`config.mk`:
```
export PLATFORM = sky130hd
export DESIGN_NAME = capture_channel_zero_regs
export DESIGN_NICKNAME = d
export VERILOG_FILES = /design/src/shared/capture_regs_pkg.sv /design/src/logic/sfr_decode.sv /design/src/logic/capture_channel_zero_regs.sv
export SDC_FILE = /design/constraint.sdc
export NUM_CORES = 1
export LEC_CHECK = 0
export ABC_AREA = 1
export BUFFER_PORTS_ARGS = -buffer_cell sky130_fd_sc_hd__buf_2
export CORE_ASPECT_RATIO = 1.2
export CORE_UTILIZATION = 45
export DETAILED_ROUTE_END_ITERATION = 12
export PLACE_DENSITY = 0.73
export SETUP_SLACK_MARGIN = 0.5
export SLEW_MARGIN = 15
export SYNTH_ARGS = -nofsm -noshare
export SYNTH_HDL_FRONTEND = slang
export SYNTH_HIERARCHICAL = 1
export SYNTH_SLANG_ARGS = --single-unit
```
`constraint.sdc`:
```
create_clock -name clk -period 1.6 [get_ports clk]
set_input_delay 0.08 -clock clk [delete_from_list [all_inputs] [get_ports clk]]
set_output_delay 0.08 -clock clk [all_outputs]
set_load 0.02 [all_outputs]
```
`src/shared/capture_regs_pkg.sv`:
```
package capture_regs_pkg;
  // ==========================================
  // Register addresses and pages
  localparam logic [7:0] MODE_ADDR = 8'hDA;
  localparam logic [7:0] VALUE_LOW_ADDR = 8'hFB;
  localparam logic [7:0] VALUE_HIGH_ADDR = 8'hFC;
  localparam logic [7:0] PAGE_BASE = 8'h00;
  localparam logic [7:0] PAGE_ALT = 8'h10;
  // ==========================================
  // Reset values
  localparam logic [7:0] MODE_RESET = 8'h00;
  localparam logic [7:0] VALUE_RESET = 8'h00;
  // ==========================================
  // Mode register field positions
  localparam int WIDE_PWM_BIT = 7;
  localparam int COMPARATOR_BIT = 6;
  localparam int RISING_BIT = 5;
  localparam int FALLING_BIT = 4;
  localparam int MATCH_BIT = 3;
  localparam int TOGGLE_BIT = 2;
  localparam int PWM_BIT = 1;
  localparam int FLAG_IRQ_BIT = 0;
  // ==========================================
  // Register selection
  typedef enum {SEL_NONE, SEL_MODE, SEL_LOW, SEL_HIGH} reg_sel_e;
endpackage : capture_regs_pkg

```
`src/logic/sfr_decode.sv`:
```
`timescale 1ns/1ns
// ==========================================
// Address and page decode for the channel registers
module sfr_decode
(
  input wire logic [7:0] sfrAddr,
  input wire logic [7:0] sfrPage,
  output capture_regs_pkg::reg_sel_e regSel
);
  import capture_regs_pkg::*;
  // Registers answer on both pages
  always_comb
  begin
    regSel = SEL_NONE;
    if (sfrPage == PAGE_BASE || sfrPage == PAGE_ALT)
    begin
      case (sfrAddr)
        MODE_ADDR: regSel = SEL_MODE;
        VALUE_LOW_ADDR: regSel = SEL_LOW;
        VALUE_HIGH_ADDR: regSel = SEL_HIGH;
        default: regSel = SEL_NONE;
      endcase
    end
  end
endmodule : sfr_decode

```
`src/logic/capture_channel_zero_regs.sv`:
```
// Notes on behaviour
// - Low value byte holds compare bits 7:0, read/write, resets to zero.
// - High value byte holds compare bits 15:8, read/write, resets to zero.
// - Low address alternatively reaches auto-reload low byte for 9-11 bit PWM.
// - High address alternatively reaches auto-reload high byte.
// - Auto-reload select bit chooses compare bytes or auto-reload bytes.
// - Any write to the low address clears comparator enable.
// - Any write to the high address sets comparator enable.
// - High byte decoded at 0xFC on pages 0x0 and 0x10.
`timescale 1ns/1ns
// ==========================================
// Register file of capture channel zero
module capture_channel_zero_regs
(
  input wire logic clk,
  input wire logic sys_rst,
  input wire logic [7:0] sfrAddr,
  input wire logic [7:0] sfrPage,
  input wire logic sfrWrite,
  input wire logic sfrRead,
  input wire logic [7:0] sfrWriteData,
  output logic [7:0] sfrReadData,
  output logic sfrReadHit,
  input wire logic autoReloadSelect,
  output logic [15:0] compareValue,
  output logic [15:0] autoReloadValue,
  output logic widePwmSelect,
  output logic comparatorEnable,
  output logic risingCaptureEnable,
  output logic fallingCaptureEnable,
  output logic matchEnable,
  output logic toggleEnable,
  output logic pwmEnable,
  output logic flagInterruptEnable
);
  import capture_regs_pkg::*;

  // ==========================================
  // Helper functions
  // Replace one byte of a 16-bit value, keeping the other byte
  function automatic logic [15:0] merge_byte(
    input logic [15:0] value,
    input logic [7:0] data,
    input logic upper
  );
    logic [15:0] merged;
    merged = value;
    if (upper)
      merged[15:8] = data;
    else
      merged[7:0] = data;
    return merged;
  endfunction : merge_byte

  // One byte of a 16-bit value for the read path
  function automatic logic [7:0] pick_byte(
    input logic [15:0] value,
    input logic upper
  );
    return upper ? value[15:8] : value[7:0];
  endfunction : pick_byte

  // High lane address of the value pair
  function automatic logic is_high_byte(input reg_sel_e sel);
    return sel == SEL_HIGH;
  endfunction : is_high_byte

  // Either address of the value pair
  function automatic logic is_value_reg(input reg_sel_e sel);
    return sel == SEL_LOW || sel == SEL_HIGH;
  endfunction : is_value_reg

  // ==========================================
  // Decode
  reg_sel_e regSel;
  logic [7:0] mode;
  logic [7:0] next_mode;
  logic [15:0] next_compareValue;
  logic [15:0] next_autoReloadValue;
  logic [7:0] next_sfrReadData;
  logic next_sfrReadHit;
  logic valueWrite;
  logic compareWrite;
  logic reloadWrite;
  logic upperLane;

  sfr_decode decoder (
    .sfrAddr(sfrAddr),
    .sfrPage(sfrPage),
    .regSel(regSel)
  );

  // ==========================================
  // Value register strobes
  // Select bit decides which byte pair a value write lands in
  assign valueWrite = sfrWrite && is_value_reg(regSel);
  assign upperLane = is_high_byte(regSel);
  assign compareWrite = valueWrite && !autoReloadSelect;
  assign reloadWrite = valueWrite && autoReloadSelect;

  // ==========================================
  // Mode register
  // Software write, or comparator enable forced by a value write;
  // only one address per cycle, so the two never collide
  always_comb
  begin
    next_mode = mode;
    if (sfrWrite)
    begin
      case (regSel)
        SEL_MODE: next_mode = sfrWriteData;
        SEL_LOW: next_mode[COMPARATOR_BIT] = 1'h0;
        SEL_HIGH: next_mode[COMPARATOR_BIT] = 1'h1;
        default: next_mode = mode;
      endcase
    end
  end

  // Mode flops, all enables off after reset
  always_ff @(posedge clk)
  begin
    if (sys_rst)
      mode <= MODE_RESET;
    else
      mode <= next_mode;
  end

  // ==========================================
  // Capture/compare value
  // Byte write when the select bit points at the compare pair
  always_comb
  begin
    next_compareValue = compareValue;
    if (compareWrite)
      next_compareValue = merge_byte(compareValue, sfrWriteData,
        upperLane);
  end

  // Compare flops; the channel sees the new byte one cycle on
  always_ff @(posedge clk)
  begin
    if (sys_rst)
      compareValue <= {VALUE_RESET, VALUE_RESET};
    else
      compareValue <= next_compareValue;
  end

  // ==========================================
  // Auto-reload value
  // Byte write when the select bit points at the reload pair
  always_comb
  begin
    next_autoReloadValue = autoReloadValue;
    if (reloadWrite)
      next_autoReloadValue = merge_byte(autoReloadValue, sfrWriteData,
        upperLane);
  end

  // Reload flops, cleared with the rest of the channel
  always_ff @(posedge clk)
  begin
    if (sys_rst)
      autoReloadValue <= {VALUE_RESET, VALUE_RESET};
    else
      autoReloadValue <= next_autoReloadValue;
  end

  // ==========================================
  // Read return
  // Old contents come back when a write hits the same cycle;
  // unmapped or idle cycles return zero so a shared bus stays clean
  always_comb
  begin
    next_sfrReadData = VALUE_RESET;
    next_sfrReadHit = 1'h0;
    if (sfrRead)
    begin
      case (regSel)
        SEL_MODE:
        begin
          next_sfrReadData = mode;
          next_sfrReadHit = 1'h1;
        end
        SEL_LOW, SEL_HIGH:
        begin
          if (autoReloadSelect)
            next_sfrReadData = pick_byte(autoReloadValue, upperLane);
          else
            next_sfrReadData = pick_byte(compareValue, upperLane);
          next_sfrReadHit = 1'h1;
        end
        default:
        begin
          next_sfrReadData = VALUE_RESET;
          next_sfrReadHit = 1'h0;
        end
      endcase
    end
  end

  // Read flops, each answer stands for one cycle
  always_ff @(posedge clk)
  begin
    if (sys_rst)
    begin
      sfrReadData <= VALUE_RESET;
      sfrReadHit <= 1'h0;
    end
    else
    begin
      sfrReadData <= next_sfrReadData;
      sfrReadHit <= next_sfrReadHit;
    end
  end

  // ==========================================
  // Mode fields to the channel
  assign widePwmSelect = mode[WIDE_PWM_BIT];
  assign comparatorEnable = mode[COMPARATOR_BIT];
  assign risingCaptureEnable = mode[RISING_BIT];
  assign fallingCaptureEnable = mode[FALLING_BIT];
  assign matchEnable = mode[MATCH_BIT];
  assign toggleEnable = mode[TOGGLE_BIT];
  assign pwmEnable = mode[PWM_BIT];
  assign flagInterruptEnable = mode[FLAG_IRQ_BIT];
endmodule : capture_channel_zero_regs

```
# After elaboration in Yosys (flattened, before gate mapping)
# Cells that the tools add are included.
# word_totals
input_bits	29
output_inout_bits	49
reg_bits	49
elab_cells	44
# op_classes
n_reduce_logical	17
eq_ne	9
n_bitwise	2
mux	8
# op_table
cell	n
$eq 32x2->1 const B	2
$eq 32x3->1 const B	2
$eq 32x1->1 const B	1
$mux 32	1
$eq 8x8->1 const B	3
$mux 8	3
$pmux 8 s2	1
$reduce_and 2->1	6
$eq 8x5->1 const B	1
$logic_not 8->1	1
$pmux 2 s3	1
$reduce_or 2->1	2
$logic_and 1x1->1	3
$pmux 1 s3	1
$reduce_bool 3->1	1
$reduce_or 3->1	1
$logic_or 1x1->1	2
$not 1->1	2
$logic_not 1->1	1
$mux 1	1

# Logic depth before layout (Yosys ltp)
# logic_depth
word_depth	8
mapped_depth	17

# Modules after synthesis
# The synthesis kept the hierarchy.
# modules_own_cells
module	n_inst	area_per_inst_um2	cells_per_inst	seq_area_each_um2
capture_channel_zero_regs	1	2521.2	407	980.9
sfr_decode	1	354.1	59	0.0

# Least setup slack after synthesis
# No wires, ideal clock.
# synth_path
path_kind	input to register
start	input port sfrPage[3]
end	register sfrReadData[5]
cell_stages	16
path_slack_ns	-0.030
path_buffers	2
t_arrival_ns	1.560
required_ns	1.530
setup_ns	0.070
path_cell_list	nor2_1 > and2_1 > nand3_1 > nor2_1 > nand2_1 > nor2_1 > nand2_2 > nor2_4 > nand2_2 > buf_6 > buf_6 > nand2_1 > nand3_1 > nand2_1 > nand2_1 > a21oi_1
# synth_between
elab_chain_len	7
# synth_rtl
item	line_no	text
from (decl)	capture_channel_zero_regs.sv:18	input wire logic [7:0] sfrPage,
$eq 8x5->1 / $logic_not 8->1 (equally long branches)	sfr_decode.sv:15	if (sfrPage == PAGE_BASE || sfrPage == PAGE_ALT)
$logic_or 1x1->1 (*)	sfr_decode.sv:15	
$mux 32 (*)	sfr_decode.sv:15	
named net regSel[1]	capture_channel_zero_regs.sv:75	reg_sel_e regSel;
$eq 32x3->1	capture_channel_zero_regs.sv:65	return sel == SEL_HIGH;
$mux 8	capture_channel_zero_regs.sv:60	return upper ? value[15:8] : value[7:0];
$mux 8	capture_channel_zero_regs.sv:186	if (autoReloadSelect)
$pmux 8 s2 (*)	capture_channel_zero_regs.sv:178	case (regSel)
to (signal assigned)	capture_channel_zero_regs.sv:211	sfrReadData <= next_sfrReadData;
to (decl)	capture_channel_zero_regs.sv:22	output logic [7:0] sfrReadData,
# Mark *: on every way through the listed nets, which the timed path passes. The rest lies on a longest branch.
# A chain may end at the register's enable or synchronous reset.

# Worst setup path in the final report
# layout_path
start	input port sfrAddr[2]
end	register compareValue[8]
# layout_between
elab_chain_len	8
# layout_rtl
item	line_no	text
from (decl)	capture_channel_zero_regs.sv:17	input wire logic [7:0] sfrAddr,
$eq 8x8->1	sfr_decode.sv:17	case (sfrAddr)
$pmux 2 s3 (*)	sfr_decode.sv:17	
$mux 32 (*)	sfr_decode.sv:15	
named net regSel[1]	capture_channel_zero_regs.sv:75	
$eq 32x3->1 (on tied branches)	capture_channel_zero_regs.sv:70, capture_channel_zero_regs.sv:65	
$logic_or 1x1->1	capture_channel_zero_regs.sv:70	return sel == SEL_LOW || sel == SEL_HIGH;
$logic_and 1x1->1	capture_channel_zero_regs.sv:96	assign valueWrite = sfrWrite && is_value_reg(regSel);
$logic_and 1x1->1	capture_channel_zero_regs.sv:98	assign compareWrite = valueWrite && !autoReloadSelect;
$reduce_and 2->1 (no line) (*)	n/a	
to (signal assigned)	capture_channel_zero_regs.sv:143	compareValue <= {VALUE_RESET, VALUE_RESET};
to (signal assigned)	capture_channel_zero_regs.sv:145	compareValue <= next_compareValue;
to (decl)	capture_channel_zero_regs.sv:25	output logic [15:0] compareValue,
# Marked as above.

==> run_results.csv <==
group,metric,value,unit
min_path,hold_class,"in -> reg",
clock_tree,hold_buffers,0,
sta,rsz0062_at_grt,"yes",
die,core-area,0.00609,mm²
status,status,"completed",
clock_tree,clkTransAtPathRegs,0.10,ns
global_routing,grt_pass1_wl,11300,µm
die,fp.dieH,89.6,µm
logic_synthesis,synth_common_cells,"nand2_1, nor2_1, inv_1",
logic_synthesis,ys_seq_elements,49,
place,placed_area,0.00332,mm²
clock_tree,numCtsBuffers,5,
place,io_buffers,76,
sta,slew_violations,0,
power_and_ir_drop,clockPowerShare,40.5,%
cells_and_area,final_cell_area,0.00391,mm²
place,place_ws,-0.158,ns
power_and_ir_drop,powerDensity,600,mW/mm²
sta,fin_tns_setup,0,ns
logic_synthesis,synth.distinct_cells,25,
power_and_ir_drop,switching_share,23.8,%
power_and_ir_drop,seq_power_share,51.9,%
power_and_ir_drop,p_sw,0.558,mW
die,std_cell_rows,31,
sta,fin_hold_ws,0.0620,ns
sta,skew,0.0125,ns
routing,routed_wl,7860,µm
logic_synthesis,syn_inst,466,
sta,finalHoldViolations,0,
logic_synthesis,synth_top_cell_by_area,"dfxtp_1",
clock_tree,cts_tree,"done",
clock_tree,insertion_delay,0.32,ns
sta,setup_slack,0.152,ns
routing,drc,0,
sta,timing.final.crit_period,1.45,ns
logic_synthesis,synth.area.top_cells,"dfxtp_1, nand2_1, nor2_1",
routing,via_per_inst,4.64,
routing,postRouteAntennaNets,0,
setup_path,cp-start-kind,"primary input",
setup_path,cp.required,1.87,ns
routing,drt-initial-drc-count,233,
cells_and_area,fillCellCount,544,
global_routing,grt_max_degree,20,
power_and_ir_drop,p_leak,2.07,nW
global_routing,grt_overflow_total,0,
clock_tree,clkSinkCount,49,
cells_and_area,nNetsFinal,593,
sta,setup_viol,0,
setup_path,worstSetupEndpointType,"flip-flop",
die,die_x,75.0,µm
clock_tree,cts.path.max_buffers,2,
setup_path,worst-setup-path-type,"in -> reg",
place,gp_congestion,0.834,
setup_path,crit_arrival,1.71,ns
flow_run,maxCapViolations,0,
logic_synthesis,yosys.cell_count.top_type,"nand2_1",
global_routing,grtUsageTotal,22.6,%
logic_synthesis,seq_area_frac_synth,34.1,%
power_and_ir_drop,p_int,1.79,mW
global_routing,antenna_found_initial,0,
logic_synthesis,synth-edff-count,0,
sta,post-route-period-util,90.5,%
setup_path,crit_fanout,8,
global_routing,first_global_vias,2473,
clock_tree,htreeDepth,2,
logic_synthesis,synthFlopType,"dfxtp_1",
logic_synthesis,ys_warn_count,6,
die,die_area,0.00671,mm²
sta,max_freq,691,MHz
logic_synthesis,synth_top_area_share,34.1,%
die,io-pin-count,78,
routing,first_pass_iters,4,
cells_and_area,area_growth,36.1,%
die,initial_core_util,47.2,%
power_and_ir_drop,vdd_drop_max,0.317,mV
routing,wl_per_cell,12.1,µm
place,hpwl,5280,µm
cells_and_area,diodes,0,
cells_and_area,layout-drive-gt1-share,34.7,%
clock_tree,ctsRootBufferMaster,"clkbuf_8",
logic_synthesis,syn_avg_cell_area,6.17,µm²
power_and_ir_drop,combPwrFrac,7.6,%
logic_synthesis,synth_area,0.00288,mm²
routing,vias,3000,
logic_synthesis,async_flop_share,0,%
==> cell usage in the layout (no fill, tap or decap), types with 2 or more instances in the layout <==
cell type  synthesis  routed
nand3_2            2       3
nand2_8            0       2
nor2_2             7       6
buf_6              4      13
buf_12             0       4
a21oi_1           17       8
nand2_4            0       7
nor2_1            79      70
nand2_2            6      21
inv_1             62      57
conb_1             1      30
nand3_1           37      35
inv_2              7       9
a21oi_2            1      10
nor2_4             4      14
buf_4             31      15
dfxtp_1           49      49
nand2_1          135     113
o21ai_1            0       3
clkbuf_8           0       6
nor3_1             3       2
o21ai_2            0       5
buf_2              4      70
==> power by group through the flow <==
stage	Clock, mW	Sequential (mW)	Combinational [mW]
floorplan	0	1.25	0.128
global placement	0	1.25	0.144
detailed placement	0	1.25	0.144
CTS	0.953	1.22	0.161
global route	1.01	1.22	0.197
finish	0.950	1.22	0.178
==> layout make-up <==
type	count	area (µm²)	area share, %
inverters	70	290	7.42
flip-flops and latches	49	981	25.1
clock buffers	6	82.6	2.11
multi-input cells	336	1730	44.2
clock inverters	2	37.5	0.959
repair buffers	102	689	17.6
well taps	82	103	2.62
==> worst max-delay path: stages <==
cell and delay, ns:
buf_2 0.11, inv_2 0.04, nand2_2 0.04, nor2_1 0.14
nor2_2 0.06, nor2_4 0.12, nand2_2 0.07, nor2_4 0.12
nand2_2 0.07, nor2_4 0.12, nand2_2 0.08, nor2_4 0.22
buf_6 0.16, nand2_8 0.08, nand2_1 0.06, nand2_1 0.04
nor2_1 0.08
==> path summary, 6_finish.rpt <==
| check | startpoint | to | slack, ns | cells after the start |
|---|---|---|---|---|
| worst min-delay path | sys_rst | autoReloadValue[14] | 0.06 | 2 |
| worst max register to register | autoReloadValue[12] | sfrReadData[4] | 0.58 | 6 |
| worst max-delay path | sfrAddr[2] | compareValue[8] | 0.15 | 17 |
| worst min register to register | autoReloadValue[15] | autoReloadValue[15] | 0.49 | 2 |
==> state kept, by name, indices dropped and copies added, names as in the netlist <==
register	count
autoReloadValue	16
compareValue	16
mode	8
sfrReadData	8
sfrReadHit	1
==> logic make-up after synthesis <==
| kind of cell | after synthesis | share of synthesized area (%) |
|---|---|---|
| and+or+nand+nor | 276 | 40.8 |
| DFF | 49 | 34.1 |
| buffers and inverters | 112 | 19.9 |
| other | 1 | 0.130 |
| AOI/OAI and AO/OA | 28 | 5.09 |
==> what timing repair did <==
| action | 4_1_cts | 5_1_grt |
|---|---|---|
| resized for setup | 58 | 47 |
| endpoints found under the setup margin | 49 | 49 |
| pin swaps | 19 | 17 |
| buffers inserted | 5 | 7 |
| cloned | 1 | 1 |
==> per-stage QoR <==
step	std cells	utilization (%)	power, mW
2_1_floorplan	495	-	1.37
3_3_place_gp	625	54.5	1.39
3_5_place_dp	625	54.5	1.39
4_1_cts	639	60.2	2.33
5_1_grt	647	64.2	2.42
6_report	647	64.2	2.35
==> layer usage <==
metal,routed length (µm),track usage (%)
met5,0,0
met4,178,7.89
met3,468,4.17
met2,3930,39.6
met1,3280,27.4
Note: power is estimated with default switching activity, not from simulation.
